File: config.mk
export PLATFORM = sky130hd
export DESIGN_NAME = watchdog_timer
export DESIGN_NICKNAME = d
export VERILOG_FILES = /design/src/design/wdt_pkg.sv /design/src/design/wdt_tick_if.sv /design/src/design/watchdog_timer.sv /design/src/design/wdt_prescaler.sv
export SDC_FILE = /design/constraint.sdc
export NUM_CORES = 1
export LEC_CHECK = 0
export ABC_AREA = 1
export BUFFER_PORTS_ARGS = -buffer_cell sky130_fd_sc_hd__buf_2
export CAP_MARGIN = 20
export CORE_MARGIN = 2
export CORE_UTILIZATION = 54
export DETAILED_ROUTE_END_ITERATION = 8
export MAX_ROUTING_LAYER = met4
export PLACE_DENSITY = 0.82
export SLEW_MARGIN = 25
export SYNTH_ARGS = -nofsm -noshare
export SYNTH_HDL_FRONTEND = slang
export SYNTH_SLANG_ARGS = --single-unit
File: constraint.sdc
create_clock -name clk_sys -period 3.63 [get_ports clk_sys]
set_clock_uncertainty 0.05 [all_clocks]
set_input_delay 0.726 -clock clk_sys [delete_from_list [all_inputs] [get_ports clk_sys]]
set_output_delay 0.726 -clock clk_sys [all_outputs]
set_load 0.01 [all_outputs]
File: src/design/wdt_pkg.sv
// Shared constants for the watchdog timer block
package wdt_pkg;

	// Register byte offsets
	localparam logic [7:0] off_control = 8'h00;
	localparam logic [7:0] off_refresh = 8'h04;
	localparam logic [7:0] off_count = 8'h08;
	localparam logic [7:0] off_status = 8'h0c;
	localparam logic [7:0] off_mask = 8'h10;
	localparam logic [7:0] off_last = 8'h10;

	// Control register field positions
	localparam int bit_action_select = 0;
	localparam int bit_sub_clock = 1;
	localparam int bit_divide_select = 7;

	// Status and mask field positions
	localparam int bit_underflow = 0;
	localparam int event_width = 1;

	// Counter geometry
	localparam int count_width = 15;
	localparam logic [14:0] count_full = 15'h7fff;
	localparam logic [14:0] count_terminal = 15'h0000;

	// Prescaler ratios
	localparam int pre_width = 7;
	localparam logic [6:0] ratio_low = 7'h0f;
	localparam logic [6:0] ratio_high = 7'h7f;
	localparam logic [6:0] ratio_sub = 7'h01;

	// Reset values
	localparam logic [31:0] reset_control = 32'h0000_0000;
	localparam logic [0:0] reset_mask = 1'h0;
	localparam logic [0:0] reset_status = 1'h0;

	// Terminal value of the prescaler for the chosen clock source and ratio
	function automatic logic [6:0] pre_terminal(input logic sub_clock,
		input logic divide_select);
		logic [6:0] term;
		term = divide_select ? ratio_high : ratio_low;
		if (sub_clock) begin
			term = ratio_sub;
		end
		return term;
	endfunction : pre_terminal

endpackage : wdt_pkg

File: src/design/wdt_tick_if.sv
// Link between the watchdog core and its prescaler
interface wdt_tick_if;
	logic run;
	logic clear;
	logic sub_clock;
	logic divide_select;
	logic tick;
	logic [6:0] value;

	modport core (output run, output clear, output sub_clock,
		output divide_select, input tick, input value);
	modport pre (input run, input clear, input sub_clock,
		input divide_select, output tick, output value);
endinterface : wdt_tick_if

File: src/design/watchdog_timer.sv
// Watchdog timer core with its AHB-Lite register slave
// How it works
// - A 15-bit down-counter steps once per prescaler tick of the CPU clock.
// - Underflow past zero raises an interrupt event or a reset request.
// - The action select bit can only be set; writing zero has no effect.
// - On main, on-chip or PLL clock the prescaler divides by 16 or 128.
// - On sub-clock the prescaler always divides by 2.
// - Period equals prescaler ratio times 32768 ticks of the CPU clock.
// - Any write to the refresh register reinitialises the down-counter.
// - After reset prescaler is cleared; nothing counts until first refresh.
// - Stop and wait modes hold counter and prescaler; counting then resumes.
//
// Our own choices: the AHB-Lite interface to the registers and the register offsets.
module watchdog_timer (
	// Clock, reset and clock enable
	input wire logic clk_sys,
	input wire logic rst,
	input wire logic ce,
	// Power mode inputs
	input wire logic stop_mode,
	input wire logic wait_mode,
	// AHB-Lite slave
	input wire logic hsel,
	input wire logic [31:0] haddr,
	input wire logic [1:0] htrans,
	input wire logic hwrite,
	input wire logic [2:0] hsize,
	input wire logic [31:0] hwdata,
	input wire logic hready,
	output logic hreadyout,
	output logic [31:0] hrdata,
	output logic hresp,
	// Watchdog outputs
	output logic irq,
	output logic wdt_reset_req
);
	// Software visible state
	logic underflow_action_select;
	logic prescale_divide_select;
	logic sub_clock;
	logic [0:0] status;
	logic [0:0] mask;

	// Counter state
	logic [14:0] count;
	logic active;
	logic underflow;

	// Bus data phase tracking
	logic wr_pend;
	logic [7:0] wr_addr;
	logic addr_ok;
	logic take;
	logic take_rd;
	logic take_wr;
	logic refresh_wr;
	logic status_rd;
	logic [31:0] next_rdata;
	logic [0:0] next_status;
	logic [0:0] next_mask;

	wdt_tick_if link ();

	wdt_prescaler u_pre (
		.clk_sys(clk_sys),
		.rst(rst),
		.ce(ce),
		.link(link)
	);

	// Offset within the map, word aligned, upper address bits all zero
	function automatic logic hits(input logic [31:0] addr,
		input logic [7:0] off);
		return (addr[31:8] == 24'h00_0000) && (addr[7:0] == off);
	endfunction : hits

	// Any mapped offset
	function automatic logic mapped(input logic [31:0] addr);
		return (addr[31:8] == 24'h00_0000) && (addr[1:0] == 2'b00) &&
			(addr[7:0] <= wdt_pkg::off_last);
	endfunction : mapped

	// Address phase acceptance
	assign take = hsel && htrans[1] && hready;
	assign take_rd = take && !hwrite;
	assign take_wr = take && hwrite;
	assign addr_ok = mapped(haddr);
	assign status_rd = take_rd && hits(haddr, wdt_pkg::off_status);
	assign refresh_wr = wr_pend && (wr_addr == wdt_pkg::off_refresh);

	// Prescaler steering
	assign link.sub_clock = sub_clock;
	assign link.divide_select = prescale_divide_select;
	assign link.clear = refresh_wr;
	assign link.run = active && !stop_mode && !wait_mode;

	// The slave never stalls; hsize is only ever a whole word here
	always_ff @(posedge clk_sys or posedge rst) begin
		if (rst) begin
			hreadyout <= 1'b0;
			hresp <= 1'b0;
		end else if (ce) begin
			hreadyout <= 1'b1;
			hresp <= 1'b0;
		end
	end

	// Write data phase follows the accepted address phase
	always_ff @(posedge clk_sys or posedge rst) begin
		if (rst) begin
			wr_pend <= 1'b0;
			wr_addr <= 8'h00;
		end else if (ce) begin
			wr_pend <= take_wr && addr_ok;
			wr_addr <= take_wr ? haddr[7:0] : wr_addr;
		end
	end

	// Read mux, registered at the address phase so data stands in data phase
	always_comb begin
		next_rdata = 32'h0000_0000;
		if (hits(haddr, wdt_pkg::off_control)) begin
			next_rdata[wdt_pkg::bit_action_select] = underflow_action_select;
			next_rdata[wdt_pkg::bit_sub_clock] = sub_clock;
			next_rdata[wdt_pkg::bit_divide_select] = prescale_divide_select;
		end else if (hits(haddr, wdt_pkg::off_count)) begin
			next_rdata[14:0] = count;
		end else if (hits(haddr, wdt_pkg::off_status)) begin
			next_rdata[wdt_pkg::bit_underflow] = status[0];
		end else if (hits(haddr, wdt_pkg::off_mask)) begin
			next_rdata[wdt_pkg::bit_underflow] = mask[0];
		end
	end

	always_ff @(posedge clk_sys or posedge rst) begin
		if (rst) begin
			hrdata <= 32'h0000_0000;
		end else if (ce) begin
			if (take_rd) begin
				hrdata <= next_rdata;
			end
		end
	end

	// Control register; the action bit is sticky so a runaway program
	// cannot fall back to the softer interrupt response
	always_ff @(posedge clk_sys or posedge rst) begin
		if (rst) begin
			underflow_action_select <=
				wdt_pkg::reset_control[wdt_pkg::bit_action_select];
			sub_clock <= wdt_pkg::reset_control[wdt_pkg::bit_sub_clock];
			prescale_divide_select <=
				wdt_pkg::reset_control[wdt_pkg::bit_divide_select];
		end else if (ce) begin
			if (wr_pend && (wr_addr == wdt_pkg::off_control)) begin
				underflow_action_select <= underflow_action_select |
					hwdata[wdt_pkg::bit_action_select];
				sub_clock <= hwdata[wdt_pkg::bit_sub_clock];
				prescale_divide_select <=
					hwdata[wdt_pkg::bit_divide_select];
			end
		end
	end

	// Mask register; irq uses the incoming mask so it never lags a write
	always_comb begin
		next_mask = mask;
		if (wr_pend && (wr_addr == wdt_pkg::off_mask)) begin
			next_mask = hwdata[wdt_pkg::bit_underflow];
		end
	end

	always_ff @(posedge clk_sys or posedge rst) begin
		if (rst) begin
			mask <= wdt_pkg::reset_mask;
		end else if (ce) begin
			mask <= next_mask;
		end
	end

	// Underflow happens on the tick that finds the terminal count
	assign underflow = link.tick && active &&
		(count == wdt_pkg::count_terminal);

	// Down-counter; idle from reset until the first refresh write
	always_ff @(posedge clk_sys or posedge rst) begin
		if (rst) begin
			count <= wdt_pkg::count_full;
			active <= 1'b0;
		end else if (ce) begin
			if (refresh_wr) begin
				count <= wdt_pkg::count_full;
				active <= 1'b1;
			end else if (link.tick) begin
				// Full scale reload makes each turn 32768 ticks long
				count <= count - 15'h0001;
			end
		end
	end

	// Status: read clears, but an event in the same cycle wins
	always_comb begin
		next_status = status;
		if (status_rd) begin
			next_status = 1'b0;
		end
		if (underflow && !underflow_action_select) begin
			next_status = 1'b1;
		end
	end

	always_ff @(posedge clk_sys or posedge rst) begin
		if (rst) begin
			status <= wdt_pkg::reset_status;
		end else if (ce) begin
			status <= next_status;
		end
	end

	// Interrupt level follows unmasked status in the same cycle, built from the next status and mask
	always_ff @(posedge clk_sys or posedge rst) begin
		if (rst) begin
			irq <= 1'b0;
		end else if (ce) begin
			irq <= |(next_status & next_mask);
		end
	end

	// Reset request holds until the system reset clears this block
	always_ff @(posedge clk_sys or posedge rst) begin
		if (rst) begin
			wdt_reset_req <= 1'b0;
		end else if (ce) begin
			if (underflow && underflow_action_select) begin
				wdt_reset_req <= 1'b1;
			end
		end
	end
endmodule : watchdog_timer

File: src/design/wdt_prescaler.sv
// Prescaler that divides the CPU clock into watchdog ticks
module wdt_prescaler (
	// Clock and reset
	input wire logic clk_sys,
	input wire logic rst,
	input wire logic ce,
	// Link to the core
	wdt_tick_if.pre link
);
	logic [6:0] pre;
	logic [6:0] term;

	assign term = wdt_pkg::pre_terminal(link.sub_clock, link.divide_select);
	assign link.value = pre;

	// Prescaler position; held while not running
	always_ff @(posedge clk_sys or posedge rst) begin
		if (rst) begin
			pre <= 7'h00;
		end else if (ce) begin
			if (link.clear) begin
				pre <= 7'h00;
			end else if (link.run) begin
				if (pre >= term) begin
					pre <= 7'h00;
				end else begin
					pre <= pre + 7'h01;
				end
			end
		end
	end

	// One tick per full prescaler turn
	always_ff @(posedge clk_sys or posedge rst) begin
		if (rst) begin
			link.tick <= 1'b0;
		end else if (ce) begin
			link.tick <= link.run && !link.clear && (pre >= term);
		end
	end
endmodule : wdt_prescaler

==> flow_results.xml <==
<?xml version="1.0" encoding="UTF-8"?>
<metrics>
  <group name="outcome">
    <metric name="result_of_the_run" unit="">completed</metric>
  </group>
  <group name="placed_design">
    <metric name="placement.io_buffers" unit="">61</metric>
    <metric name="place_congestion" unit="">0.881</metric>
    <metric name="post-place-ws" unit="ns">1.34</metric>
    <metric name="dpl-instance-area" unit="um2">3560</metric>
    <metric name="detailed_place_hpwl" unit="um">5200</metric>
  </group>
  <group name="drt">
    <metric name="route.detailed.vias_per_inst" unit="">5.21</metric>
    <metric name="wl" unit="um">6920</metric>
    <metric name="drt_pre_antenna_iters" unit="">4</metric>
    <metric name="total_vias_in_the_final_route" unit="">2891</metric>
    <metric name="drc" unit="">0</metric>
    <metric name="route.detailed.wl_per_inst" unit="um">12.5</metric>
    <metric name="detailedRoute.firstIterationViolations" unit="">278</metric>
    <metric name="detail-route-antenna-nets" unit="">0</metric>
  </group>
  <group name="synthesis">
    <metric name="synth.avg_cell_area" unit="um2">7.82</metric>
    <metric name="ys_warn_count" unit="">0</metric>
    <metric name="number_of_enable_flip_flop_cells_after_synthesis" unit="">0</metric>
    <metric name="ys_seq_area_share" unit="%">43.4</metric>
    <metric name="synthArstFlopShare" unit="%">100</metric>
    <metric name="synth_seq_cells" unit="">56</metric>
    <metric name="ys_types" unit="">40</metric>
    <metric name="synthesis.area" unit="um2">3270</metric>
    <metric name="synth.largest_area_cell" unit="">dfrtp_1</metric>
    <metric name="fraction_of_post_synthesis_cell_area_in_the_top_cell_type_by_area" unit="%">31.4</metric>
    <metric name="yosys-top-cells-count" unit="">99 x nand2_1, 54 x nor2_1, 45 x nand3_1</metric>
    <metric name="synth_top_cells_by_area" unit="">dfrtp_1 31%, dfstp_2 12%, nand2_1 11%</metric>
    <metric name="synth_top_flop_cell" unit="">dfrtp_1</metric>
    <metric name="synthCells" unit="">418</metric>
    <metric name="yosys.cell_count.top_type" unit="">nand2_1</metric>
  </group>
  <group name="pwr">
    <metric name="leakagePower" unit="nW">1.93</metric>
    <metric name="worst_supply_voltage_drop_on_vdd" unit="mV">0.217</metric>
    <metric name="power_per_cell_area" unit="nW/um2">513</metric>
  </group>
  <group name="grt">
    <metric name="first_global_vias" unit="">2609</metric>
    <metric name="global_route.usage.met1" unit="%">28.0</metric>
    <metric name="global_route_wire_length_before_repair" unit="um">11500</metric>
    <metric name="gr-usage-met2" unit="%">39.8</metric>
    <metric name="grt_max_degree" unit="">38</metric>
    <metric name="grtUsageMet3" unit="%">3.41</metric>
    <metric name="grt_busiest_layer" unit="">met2</metric>
    <metric name="grt.total_usage" unit="%">22.9</metric>
    <metric name="antenna_violations_before_repair" unit="">0</metric>
    <metric name="globalRouteOverflowTotal" unit="">0</metric>
  </group>
  <group name="clock_tree">
    <metric name="clock_path_buffers" unit="">2</metric>
    <metric name="tritoncts_buffers" unit="">5</metric>
    <metric name="insertion_delay" unit="ns">0.31</metric>
    <metric name="cts_hold_buf" unit="">0</metric>
    <metric name="htreeDepth" unit="">2</metric>
    <metric name="cts_post_setup_buffers_inserted" unit="">0</metric>
    <metric name="tritoncts" unit="">done</metric>
    <metric name="cts_sinks" unit="">56</metric>
    <metric name="cts-resized-gates" unit="">0</metric>
    <metric name="root_buffer" unit="">clkbuf_8</metric>
    <metric name="clk_pin_slew" unit="ns">0.10</metric>
  </group>
  <group name="cells_and_area">
    <metric name="antennaDiodeCount" unit="">0</metric>
    <metric name="num-nets-final" unit="">564</metric>
    <metric name="post-route-cell-area" unit="um2">3650</metric>
    <metric name="final_core_utilization" unit="%">62.1</metric>
    <metric name="post_route_cells_drive_above_1_share" unit="%">21.7</metric>
    <metric name="flow.area_growth_from_synthesis" unit="%">11.7</metric>
  </group>
  <group name="run">
    <metric name="cap_viol_max_count" unit="">0</metric>
  </group>
  <group name="sta">
    <metric name="final_critical_path_setup_slack" unit="ns">1.47</metric>
    <metric name="finalCritPeriodShare" unit="%">59.6</metric>
    <metric name="rsz_0062_raised_after_global_routing" unit="">false</metric>
    <metric name="timing.final.setup_violations" unit="">0</metric>
    <metric name="max_freq" unit="MHz">462</metric>
    <metric name="timing.max_slew.rel_slack" unit="%">53.0</metric>
    <metric name="worst_pin_slew" unit="ns">0.702</metric>
    <metric name="timing.final.max_slew_violations" unit="">0</metric>
    <metric name="finalHoldViolCount" unit="">0</metric>
    <metric name="fin_tns_setup" unit="ns">0</metric>
    <metric name="finalWorstPathRequiredPeriod" unit="ns">2.16</metric>
  </group>
  <group name="min_path">
    <metric name="min_path_type" unit="">in -&gt; async</metric>
  </group>
  <group name="critical_path">
    <metric name="max_stage_delay" unit="ns">0.46</metric>
    <metric name="worst_setup_path_end_kind" unit="">register</metric>
    <metric name="slowest_cell_on_crit_path" unit="">dfrtp_1</metric>
    <metric name="worst-path-max-fanout" unit="">5</metric>
    <metric name="critical_path_class" unit="">reg -&gt; reg</metric>
    <metric name="timing.reg2reg.setup_slack" unit="ns">1.47</metric>
    <metric name="cp_data_required_time" unit="ns">3.83</metric>
    <metric name="cp-start-kind" unit="">register</metric>
    <metric name="crit_path_cell_trace" unit="">inv_1, nand2_1, ha_1, a21oi_1, o21ai_0, a21oi_1, inv_1, o21ai_1, nand2_1, nor2_1</metric>
    <metric name="critical_path_arrival" unit="ns">2.36</metric>
  </group>
  <group name="die">
    <metric name="die_y" unit="um">81.8</metric>
    <metric name="initial_standard_cell_utilization_of_the_core" unit="%">55.6</metric>
    <metric name="die_width" unit="um">81.8</metric>
    <metric name="die_area" unit="um2">6700</metric>
    <metric name="core_region_area" unit="um2">5890</metric>
    <metric name="num_rows" unit="">28</metric>
    <metric name="floorplan.io_pins" unit="">113</metric>
  </group>
</metrics>
-- final cells by class --
| cell class | count | area [um2] |
|---|---|---|
| Clock buffer | 5 | 68.8 |
| Clock inverter | 3 | 22.5 |
| Fill cell | 499 | 2230 |
| Inverter | 41 | 156 |
| Multi-Input combinational cell | 311 | 1560 |
| Sequential cell | 56 | 1420 |
| Tap cell | 75 | 93.8 |
| Timing Repair Buffer | 64 | 328 |
-- per-stage QoR --
step	hold WS [ns]	power [mW]	cells
floorplan	0.403	1.39	435
global placement	0.393	1.50	547
detailed placement	0.398	1.53	547
CTS	0.366	1.89	555
global route	0.385	2.03	555
finish	0.353	1.87	555
-- cells by family after synthesis --
family,Yosys count,share of synthesized area (%)
fa+ha+maj,8,3.06
other cells,1,0.115
mux,2,0.650
flops,56,43.4
buf+inv,68,10.7
xor+xnor,12,3.21
compound gates,47,8.19
simple gates,224,30.6
-- registers in the layout, summed over array words and instances, names as in the netlist, 7 cells and up --
name	flops
hrdata	15
wr_addr	8
count	15
u_pre.link.value	7
-- cells in the final DEF (no fill, tap or decap), drive strengths merged --
master	n
nor4	2
nand3b	1
inv	42
xnor2	2
or2	2
a22o	1
nor2	55
o21ai	32
a31oi	3
nand3	47
dfstp	15
conb	18
nand2	101
o21bai	1
ha	8
nand4	9
xor2	10
a21o	1
buf	64
clkbuf	5
dfrtp	41
mux2i	1
o31ai	1
nor3	7
a21oi	8
mux2	1
clkinv	2
-- final timing paths --
check | from | end | cells after the start
max reg2reg | link.sub_clock$_DFFE_PP0P_ | u_pre.link.value[4]$_DFFE_PP0P_ | 10
min | rst | wr_addr[5]$_DFFE_PP0P_ | 2
min in group clk_sys | hreadyout$_DFFE_PP0P_ | hreadyout$_DFFE_PP0P_ | 1
max in group asynchronous | rst | count[14]$_DFFE_PP1P_ | 3
max | link.sub_clock$_DFFE_PP0P_ | u_pre.link.value[4]$_DFFE_PP0P_ | 10
min reg2reg | hreadyout$_DFFE_PP0P_ | hreadyout$_DFFE_PP0P_ | 1
-- layer usage --
metal / part of all wire (%) / vias up
li1: - / 1441
met1: 44 / 1359
met2: 50 / 85
met3: 5.2 / 6
met4: 0.84 / 0
met5: 0 / -
-- worst max-delay path, delay by kind of cell, from the launching register on --
family / cells / cell delay, ns
and+or+nand+nor: 3 / 0.25
buffers and inverters: 2 / 0.27
adders and majority gates: 1 / 0.31
AOI/OAI and AO/OA: 4 / 0.76
DFF: 1 / 0.46
-- power by group --
group          switching [mW]  internal, mW  leakage (nW)  total, mW
logic                   0.373         0.218          1.20      0.591
registers               0.140         0.796         0.684      0.936
clock network           0.209         0.139        0.0485      0.347
total                   0.722          1.15          1.93       1.87
Power figures use the tool's default switching activity.
